==> config.mk <==
export PLATFORM = sky130hd
export DESIGN_NAME = fcw_command_window
export DESIGN_NICKNAME = d
export VERILOG_FILES = /design/src/fcw_pkg.sv /design/src/fcw_analog_output_channel_pack.sv /design/src/fcw_command_window.sv
export SDC_FILE = /design/constraint.sdc
export NUM_CORES = 1
export LEC_CHECK = 0
export ABC_AREA = 1
export BUFFER_PORTS_ARGS = -buffer_cell sky130_fd_sc_hd__buf_2
export CAP_MARGIN = 40
export CORE_AREA = 2 2 351 353
export CTS_CLUSTER_DIAMETER = 120
export DETAILED_ROUTE_END_ITERATION = 10
export DIE_AREA = 0 0 353 355
export GPL_TIMING_DRIVEN = 1
export PLACE_DENSITY = 0.43
export REMOVE_ABC_BUFFERS = 1
export SYNTH_ARGS = -nofsm -noshare
export SYNTH_HDL_FRONTEND = slang
export SYNTH_SLANG_ARGS = --single-unit
==> constraint.sdc <==
create_clock -name mclk_i -period 3.1 [get_ports mclk_i]
set_input_delay 0.155 -clock mclk_i [delete_from_list [all_inputs] [get_ports mclk_i]]
set_output_delay 0.155 -clock mclk_i [all_outputs]
set_load 0.02 [all_outputs]
==> src/fcw_pkg.sv <==
package fcw_pkg;
    // command area byte positions
    localparam int CMD_BYTE_IDX   = 0;
    localparam int COUNT_BYTE_IDX = 1;
    localparam int ADDR_HI_IDX    = 2;
    localparam int ADDR_LO_IDX    = 3;
    localparam int DATA_FIRST_IDX = 4;
    localparam int CMD_AREA_BYTES = 16;
    localparam int MAX_WR_WORDS   = 6;
    localparam int READ_WIN_WORDS = 12;
    // command codes
    localparam logic [7:0] CMD_NONE      = 8'h00;
    localparam logic [7:0] CMD_READ_WIN  = 8'hFA;
    localparam logic [7:0] CMD_REG_WRITE = 8'hFB;
    localparam logic [7:0] CMD_CLR_PRST  = 8'hFC;
    // reset values
    localparam logic [15:0] WIN_START_RST = 16'h0000;
    // analog output block layout
    localparam int AO_CHANNELS    = 4;
    localparam int AO_INT_BYTES   = 4;
    localparam int AO_DEC_BYTES   = 2;
    localparam int AO_INT_STRIDE  = 8;
    localparam int AO_FLT_STRIDE  = 4;
    localparam int AO_BLOCK_BYTES = 16;
    typedef enum logic [1:0] {FCW_IDLE, FCW_WRITE} fcw_state_e;
endpackage

==> src/fcw_analog_output_channel_pack.sv <==
`timescale 1ns/1ps
module fcw_analog_output_channel_pack
    import fcw_pkg::*;
(
    input  wire logic               mclk_i,
    input  wire logic               rst_i,
    input  wire logic [4*32-1:0]    ao_int_i,
    input  wire logic [4*16-1:0]    ao_dec_i,
    input  wire logic [4*32-1:0]    ao_flt_i,
    output logic      [16*8-1:0]    blk_int12_o,
    output logic      [16*8-1:0]    blk_int34_o,
    output logic      [16*8-1:0]    blk_flt_o
);
    logic [16*8-1:0] int12_next;
    logic [16*8-1:0] int34_next;
    logic [16*8-1:0] flt_next;
    logic [16*8-1:0] int12_reg;
    logic [16*8-1:0] int34_reg;
    logic [16*8-1:0] flt_reg;

    // byte 0 sits at the top of each vector, so msb-first order falls out
    always_comb
    begin
        int12_next = '0;
        int34_next = '0;
        flt_next   = '0;
        for (int ch = 0; ch < AO_CHANNELS; ch++)
        begin
            flt_next[(AO_BLOCK_BYTES-AO_FLT_STRIDE*ch)*8-1 -: 32] = ao_flt_i[ch*32 +: 32];
        end
        for (int k = 0; k < 2; k++)
        begin
            // int part, then decimals, then two unused zero bytes
            int12_next[(AO_BLOCK_BYTES-AO_INT_STRIDE*k)*8-1 -: 32] = ao_int_i[k*32 +: 32];
            int12_next[(AO_BLOCK_BYTES-AO_INT_STRIDE*k-AO_INT_BYTES)*8-1 -: 16] =
                ao_dec_i[k*16 +: 16];
            int34_next[(AO_BLOCK_BYTES-AO_INT_STRIDE*k)*8-1 -: 32] = ao_int_i[(k+2)*32 +: 32];
            int34_next[(AO_BLOCK_BYTES-AO_INT_STRIDE*k-AO_INT_BYTES)*8-1 -: 16] =
                ao_dec_i[(k+2)*16 +: 16];
        end
    end

    // register the packed blocks
    always_ff @(posedge mclk_i)
    begin
        if (rst_i)
        begin
            int12_reg <= '0;
            int34_reg <= '0;
            flt_reg   <= '0;
        end
        else
        begin
            int12_reg <= int12_next;
            int34_reg <= int34_next;
            flt_reg   <= flt_next;
        end
    end

    assign blk_int12_o = int12_reg;
    assign blk_int34_o = int34_reg;
    assign blk_flt_o   = flt_reg;
endmodule // fcw_analog_output_channel_pack

==> src/fcw_command_window.sv <==
`timescale 1ns/1ps
// Overview of operation
// - write: count byte, big-endian start address
// - bytes 4-15 are six words, in order
// - float uses two registers, msb first
// - integer value plus decimals register
// - read-window command sets start, twelve registers
// - clear-reset command clears program reset flag
// - other codes execute once per change; a change that arrives while busy_o is high is dropped, not executed later
// - don't-care bytes have no effect
// - integer block: int, decimals, unused bytes
// - outputs 3 and 4 in second block
// - float block: four outputs, four bytes
module fcw_command_window
    import fcw_pkg::*;
(
    input  wire logic               mclk_i,
    input  wire logic               rst_i,
    input  wire logic               upd_i,
    input  wire logic [16*8-1:0]    cmd_area_i,
    input  wire logic [4*32-1:0]    ao_int_i,
    input  wire logic [4*16-1:0]    ao_dec_i,
    input  wire logic [4*32-1:0]    ao_flt_i,
    output logic                    reg_wr_o,
    output logic      [15:0]        reg_wr_addr_o,
    output logic      [15:0]        reg_wr_data_o,
    output logic      [15:0]        win_start_o,
    output logic      [4:0]         win_len_o,
    output logic                    prst_clr_o,
    output logic                    other_cmd_o,
    output logic      [7:0]         other_code_o,
    output logic                    busy_o,
    output logic      [16*8-1:0]    blk_int12_o,
    output logic      [16*8-1:0]    blk_int34_o,
    output logic      [16*8-1:0]    blk_flt_o
);
    fcw_state_e  state_reg, state_next;
    logic [7:0]  last_cmd_reg, last_cmd_next;
    logic [2:0]  cnt_reg, cnt_next;
    logic [2:0]  idx_reg, idx_next;
    logic [15:0] addr_reg, addr_next;
    logic [15:0] data_reg, data_next;
    logic        wr_reg, wr_next;
    logic [15:0] win_reg, win_next;
    logic        prst_reg, prst_next;
    logic        oth_reg, oth_next;
    logic [7:0]  code_reg, code_next;
    logic [16*8-1:0] words_reg, words_next;
    logic [7:0]  cmd_byte;
    logic [7:0]  cnt_byte;
    logic        fire;

    assign cmd_byte = cmd_area_i[(CMD_AREA_BYTES-CMD_BYTE_IDX)*8-1 -: 8];
    assign cnt_byte = cmd_area_i[(CMD_AREA_BYTES-COUNT_BYTE_IDX)*8-1 -: 8];
    // same code seen again is not re-run; master must zero it first
    assign fire = upd_i && (cmd_byte != last_cmd_reg) && (cmd_byte != CMD_NONE);

    // command decode and register write sequencing
    always_comb
    begin
        state_next    = state_reg;
        last_cmd_next = upd_i ? cmd_byte : last_cmd_reg;
        cnt_next      = cnt_reg;
        idx_next      = idx_reg;
        addr_next     = addr_reg;
        data_next     = data_reg;
        wr_next       = 1'b0;
        win_next      = win_reg;
        prst_next     = 1'b0;
        oth_next      = 1'b0;
        code_next     = code_reg;
        words_next    = words_reg;
        case (state_reg)
            FCW_IDLE:
            begin
                if (fire)
                begin
                    case (cmd_byte)
                        CMD_REG_WRITE:
                        begin
                            // snapshot so later area updates cannot tear the write
                            words_next = cmd_area_i;
                            addr_next  = cmd_area_i[(CMD_AREA_BYTES-ADDR_HI_IDX)*8-1 -: 16];
                            cnt_next   = (cnt_byte > 8'(MAX_WR_WORDS)) ? 3'(MAX_WR_WORDS)
                                                                        : cnt_byte[2:0];
                            idx_next   = '0;
                            if (cnt_byte != 8'h00)
                                state_next = FCW_WRITE;
                        end
                        // count and data bytes are not looked at here
                        CMD_READ_WIN: win_next = cmd_area_i[(CMD_AREA_BYTES-ADDR_HI_IDX)*8-1 -: 16];
                        CMD_CLR_PRST: prst_next = 1'b1;
                        default:
                        begin
                            oth_next  = 1'b1;
                            code_next = cmd_byte;
                        end
                    endcase
                end
            end
            FCW_WRITE:
            begin
                // word idx at bytes 4+2*idx, msb first, to consecutive addresses
                wr_next   = 1'b1;
                data_next = words_reg[(CMD_AREA_BYTES-DATA_FIRST_IDX-2*int'(idx_reg))*8-1 -: 16];
                if (idx_reg != 3'd0)
                    addr_next = addr_reg + 16'h0001;
                idx_next = idx_reg + 3'd1;
                if (idx_reg + 3'd1 == cnt_reg)
                    state_next = FCW_IDLE;
            end
            default: state_next = FCW_IDLE;
        endcase
    end

    // state registers
    always_ff @(posedge mclk_i)
    begin
        if (rst_i)
        begin
            state_reg    <= FCW_IDLE;
            last_cmd_reg <= CMD_NONE;
            cnt_reg      <= '0;
            idx_reg      <= '0;
            addr_reg     <= '0;
            data_reg     <= '0;
            wr_reg       <= 1'b0;
            win_reg      <= WIN_START_RST;
            prst_reg     <= 1'b0;
            oth_reg      <= 1'b0;
            code_reg     <= CMD_NONE;
            words_reg    <= '0;
        end
        else
        begin
            state_reg    <= state_next;
            last_cmd_reg <= last_cmd_next;
            cnt_reg      <= cnt_next;
            idx_reg      <= idx_next;
            addr_reg     <= addr_next;
            data_reg     <= data_next;
            wr_reg       <= wr_next;
            win_reg      <= win_next;
            prst_reg     <= prst_next;
            oth_reg      <= oth_next;
            code_reg     <= code_next;
            words_reg    <= words_next;
        end
    end

    assign reg_wr_o      = wr_reg;
    assign reg_wr_addr_o = addr_reg;
    assign reg_wr_data_o = data_reg;
    assign win_start_o   = win_reg;
    assign win_len_o     = 5'(READ_WIN_WORDS);
    assign prst_clr_o    = prst_reg;
    assign other_cmd_o   = oth_reg;
    assign other_code_o  = code_reg;
    assign busy_o        = (state_reg != FCW_IDLE);

    // analog output data blocks
    fcw_analog_output_channel_pack fcw_analog_output_channel_pack_i
    (
        .mclk_i      (mclk_i),
        .rst_i       (rst_i),
        .ao_int_i    (ao_int_i),
        .ao_dec_i    (ao_dec_i),
        .ao_flt_i    (ao_flt_i),
        .blk_int12_o (blk_int12_o),
        .blk_int34_o (blk_int34_o),
        .blk_flt_o   (blk_flt_o)
    );

    AST_ONCE: assert property (@(posedge mclk_i) disable iff (rst_i)
        upd_i && $past(upd_i) && cmd_byte == $past(cmd_byte) |=> !oth_reg && !prst_reg)
        else $error("repeated command executed twice");
    AST_PRST: assert property (@(posedge mclk_i) disable iff (rst_i)
        state_reg == FCW_IDLE && fire && cmd_byte == CMD_CLR_PRST |=> prst_clr_o)
        else $error("clear-reset command missed");
    AST_WIN: assert property (@(posedge mclk_i) disable iff (rst_i)
        state_reg == FCW_IDLE && fire && cmd_byte == CMD_READ_WIN
        |=> win_start_o == $past(cmd_area_i[111:96]))
        else $error("read window start wrong");
    AST_OTHER: assert property (@(posedge mclk_i) disable iff (rst_i)
        state_reg == FCW_IDLE && fire && cmd_byte < CMD_READ_WIN
        |=> other_cmd_o && other_code_o == $past(cmd_byte))
        else $error("other command not pulsed");
    AST_FIRST: assert property (@(posedge mclk_i) disable iff (rst_i)
        state_reg == FCW_IDLE && fire && cmd_byte == CMD_REG_WRITE && cnt_byte != 8'h00
        |=> ##1 reg_wr_o && reg_wr_addr_o == $past(cmd_area_i[111:96], 2)
            && reg_wr_data_o == $past(cmd_area_i[95:80], 2))
        else $error("first register write wrong");
    AST_SEQ: assert property (@(posedge mclk_i) disable iff (rst_i)
        reg_wr_o && $past(reg_wr_o) |-> reg_wr_addr_o == $past(reg_wr_addr_o) + 16'h0001)
        else $error("write addresses not consecutive");
    AST_NOZERO: assert property (@(posedge mclk_i) disable iff (rst_i)
        upd_i && cmd_byte == CMD_NONE |=> !other_cmd_o && !prst_clr_o)
        else $error("zero command executed");
    AST_LEN: assert property (@(posedge mclk_i) disable iff (rst_i)
        state_reg == FCW_IDLE && fire && cmd_byte == CMD_REG_WRITE && cnt_byte == 8'h01
        |=> ##1 reg_wr_o ##1 !reg_wr_o)
        else $error("write count not honoured");

    // write length, busy coupling, commands refused while busy, and window start hold
    AST_CLIP: assert property (@(posedge mclk_i) disable iff (rst_i)
        state_reg == FCW_IDLE && fire && cmd_byte == CMD_REG_WRITE && cnt_byte > 8'h06
        |=> ##6 reg_wr_o ##1 !reg_wr_o)
        else $error("write count not clipped to six");
    AST_NOCNT: assert property (@(posedge mclk_i) disable iff (rst_i)
        state_reg == FCW_IDLE && fire && cmd_byte == CMD_REG_WRITE && cnt_byte == 8'h00
        |=> !busy_o ##1 !reg_wr_o)
        else $error("zero count wrote a register");
    AST_WRBUSY: assert property (@(posedge mclk_i) disable iff (rst_i)
        reg_wr_o |-> $past(busy_o))
        else $error("register write outside busy phase");
    AST_BUSYIGN: assert property (@(posedge mclk_i) disable iff (rst_i)
        busy_o |=> !other_cmd_o && !prst_clr_o)
        else $error("command executed while busy");
    AST_WINHOLD: assert property (@(posedge mclk_i) disable iff (rst_i)
        !(state_reg == FCW_IDLE && fire && cmd_byte == CMD_READ_WIN)
        |=> $stable(win_start_o))
        else $error("read window start moved without command");
endmodule // fcw_command_window

==> impl_results.md <==
* Synth Register Bits at 506
* Global-route wire length before repair at 121300 microns
* Flop pwr share at 0.409
* Die width at 353 microns
* Netlist cell types at 27
* Final RePlAce weighted congestion at 0.8292
* Synth warn at 0
* CTS buffer count at 67
* Rel. slew slack at 0.4231
* Post-cts resize count at 0
* Main flop type after synthesis: dfxtp_1
* Unrepaired setup endpoints after global routing: false
* Sw Pwr at 0.004318 W
* Final hold viol count at 0
* Post-synth EDFFs at 0
* Commonest non-fill, non-tap cell in the layout: buf_2
* TritonCTS clock tree: done
* Die area at 125300 sq um
* Min-delay worst type: primary input to flop
* Leak pwr at 16.77 nW
* Synth top area share at 0.5484
* Synth area leader: dfxtp_1
* Initial antenna violation count at 13
* Grt met1 use at 0.1662
* H-tree lvl count at 3
* Crit path required time at 3.67 ns
* Root buffer cell: clkbuf_16
* Hpwl dp at 63350 microns
* Register area at 10130 sq um
* Layout Cells excl Fill at 5513
* Fmax at 405.9 MHz
* GR peak layer: met2
* Area contributors post-synth: dfxtp_1 55%, nor2_1 13%, inv_1 11%
* Total vias in the final route at 19370
* Seq/Total Area, Yosys at 0.5484
* DRT Pass-1 Iters at 5
* Maxcap violations at 0
* Clock Path Buffers at 3
* Period Utilization, post-route at 0.7948
* Comb power frac at 0.117
* Clk slew on worst S/H paths at 0.06 ns
* Met3 usage at 0.03015
* Syn Inst Count at 2518
* Met2 usage at 0.2107
* WL/cell at 15.42 microns
* Inst Count DP at 4881
* Largest net degree at the start of global routing at 108
* Clock share of power at 0.473
* Post-CTS setup buffers at 0
* Status: finished clean
* Total chip power at 0.01670 W
* Vias in the first global route at 18870
* Final setup violation count at 0
* Clock period minus worst slack at 2.464 ns
* Skew-Pair Late Insertion Delay at 0.64 ns
* Max reg flops at 128
* Core area at 121400 sq um
* TNS Setup at 0 ns
* Arr. time, crit path at 3.03 ns
* DR vias/cell at 3.514
* Routed WL at 84990 microns
* VDD IR max at 0.4162 mV
* PortBufs at 830
* Gr usage total at 0.1296
* Fin Hold WS at 0.04540 ns
* Crit. End Element: flop
* Mapped Avg Cell Area at 7.335 sq um
* Synthesized area at 18470 sq um
* Pwr Density at 530.3 nW/um^2
* GRT overflow at 0
* Worst setup SP type: flop
* Most frequent cells in the layout: 829 x buf_2, 628 x nor2_1, 518 x inv_1
* Final-report max-slew violation count at 0
* Least-Margin Pin Slew at 0.8629 ns
* First DRT Iteration DRCs at 1242
* Share of layout cells above drive strength 1 at 0.2517
* Async SR Flop Fraction at 0
* Routed Antenna Nets at 0
* Clk_skew at 0.02246 ns
* Initial core utilization at 0.1521
* # clock sinks at 506
* Core Rows at 128
* Internal at 0.01238 W
* Crit-path max FO at 40
* Residual DRC at 0
* Top-level I/O count at 900
* Layout area overhead at 70.46%
* Multi-input logic area at 5647 sq um
* Layout filler cell count at 13400
* Die Span Y at 355 microns
* Worst Path Class, Setup: flop to flop
* Switching fraction of total power at 0.2586
* Nets at 4282
[synthesized netlist by cell type, types with 3 or more instances]
| cell | count |
|---|---|
| buf_1 | 8 |
| ha_1 | 3 |
| buf_2 | 27 |
| nand3_1 | 60 |
| or2_2 | 3 |
| nor3_1 | 8 |
| nor2_1 | 628 |
| clkbuf_1 | 77 |
| dfxtp_1 | 506 |
| o21ai_0 | 113 |
| nand4_1 | 6 |
| clkinv_1 | 3 |
| a21oi_1 | 77 |
| o22ai_1 | 17 |
| nand2_1 | 375 |
| buf_4 | 71 |
| xnor2_1 | 4 |
| inv_1 | 519 |
[stage by stage]
stage               worst slack, ns  instance area (sq um)    util
floorplan                    -1.429                  17730       -
global placement             0.6942                  24190  0.1993
detailed placement           0.6795                  24190  0.1993
CTS                          0.6504                  31460  0.2591
global route                 0.4148                  31470  0.2593
finish                       0.6361                  31480  0.2593
[routing by layer]
layer,share of wire,wire length (microns),vias to the layer above
li1,-,-,9812
met2,0.46,39300,751
met1,0.44,37640,8695
met3,0.067,5701,114
met4,0.028,2338,2
met5,0.00011,9,-
[power groups by stage]
stage	Sequential (W)	Clock [W]	Combinational, W
3_3_place_gp	0.00697	0	0.00145
5_1_grt	0.00685	0.00850	0.00211
6_report	0.00683	0.00791	0.00196
3_5_place_dp	0.00697	0	0.00144
2_1_floorplan	0.00725	0	0.000332
4_1_cts	0.00683	0.00823	0.00198
[timing repair]
| item | CTS | global route |
|---|---|---|
| endpoints found under the setup margin | 0 | 0 |
| hold buffers | 503 | 0 |
| hold endpoints to repair | 485 | 0 |
[cell families after synthesis]
family,share of synthesized area
flip-flops,0.5484
AND/OR/NAND/NOR,0.2301
other,0.0004066
adder cells (fa/ha/maj),0.002032
buffers and inverters,0.1599
AO/OA/AOI/OAI,0.05724
XOR/XNOR,0.001897
[layout make-up]
cell class / count / share of cell area
inverter: 524 / 0.06267
sequential: 506 / 0.3218
clock inverter: 25 / 0.009299
clock buffer: 94 / 0.06160
multi-input combinational: 1372 / 0.1794
antenna: 10 / 0.0007948
timing repair buffer: 1357 / 0.2999
tap: 1625 / 0.06458
[critical path, cell delays in order (launching register included)]
cell      delay, ns
dfxtp_2        0.32
clkinv_1       0.05
buf_4          0.20
ha_1           0.36
clkinv_2       0.23
buf_4          0.34
a21oi_1        0.39
o21ai_0        0.15
nand3_1        0.12
nand3_1        0.07
a21oi_1        0.15
[worst paths after layout]
check | startpoint | to | slack, ns | cells past startpoint
worst max-delay path | idx_reg[0]$_SDFFE_PP0P_ | reg_wr_data_o[7]$_SDFFE_PP0P_ | 0.64 | 10
worst min-delay path | rst_i | fcw_analog_output_channel_pack_i.blk_int34_o[100]$_SDFF_PP0_ | 0.05 | 2
worst max register to register | idx_reg[0]$_SDFFE_PP0P_ | reg_wr_data_o[7]$_SDFFE_PP0P_ | 0.64 | 10
worst min register to register | other_code_o[6]$_SDFFE_PP0P_ | other_code_o[6]$_SDFFE_PP0P_ | 0.47 | 2
Note: power is estimated with default switching activity, not from simulation.
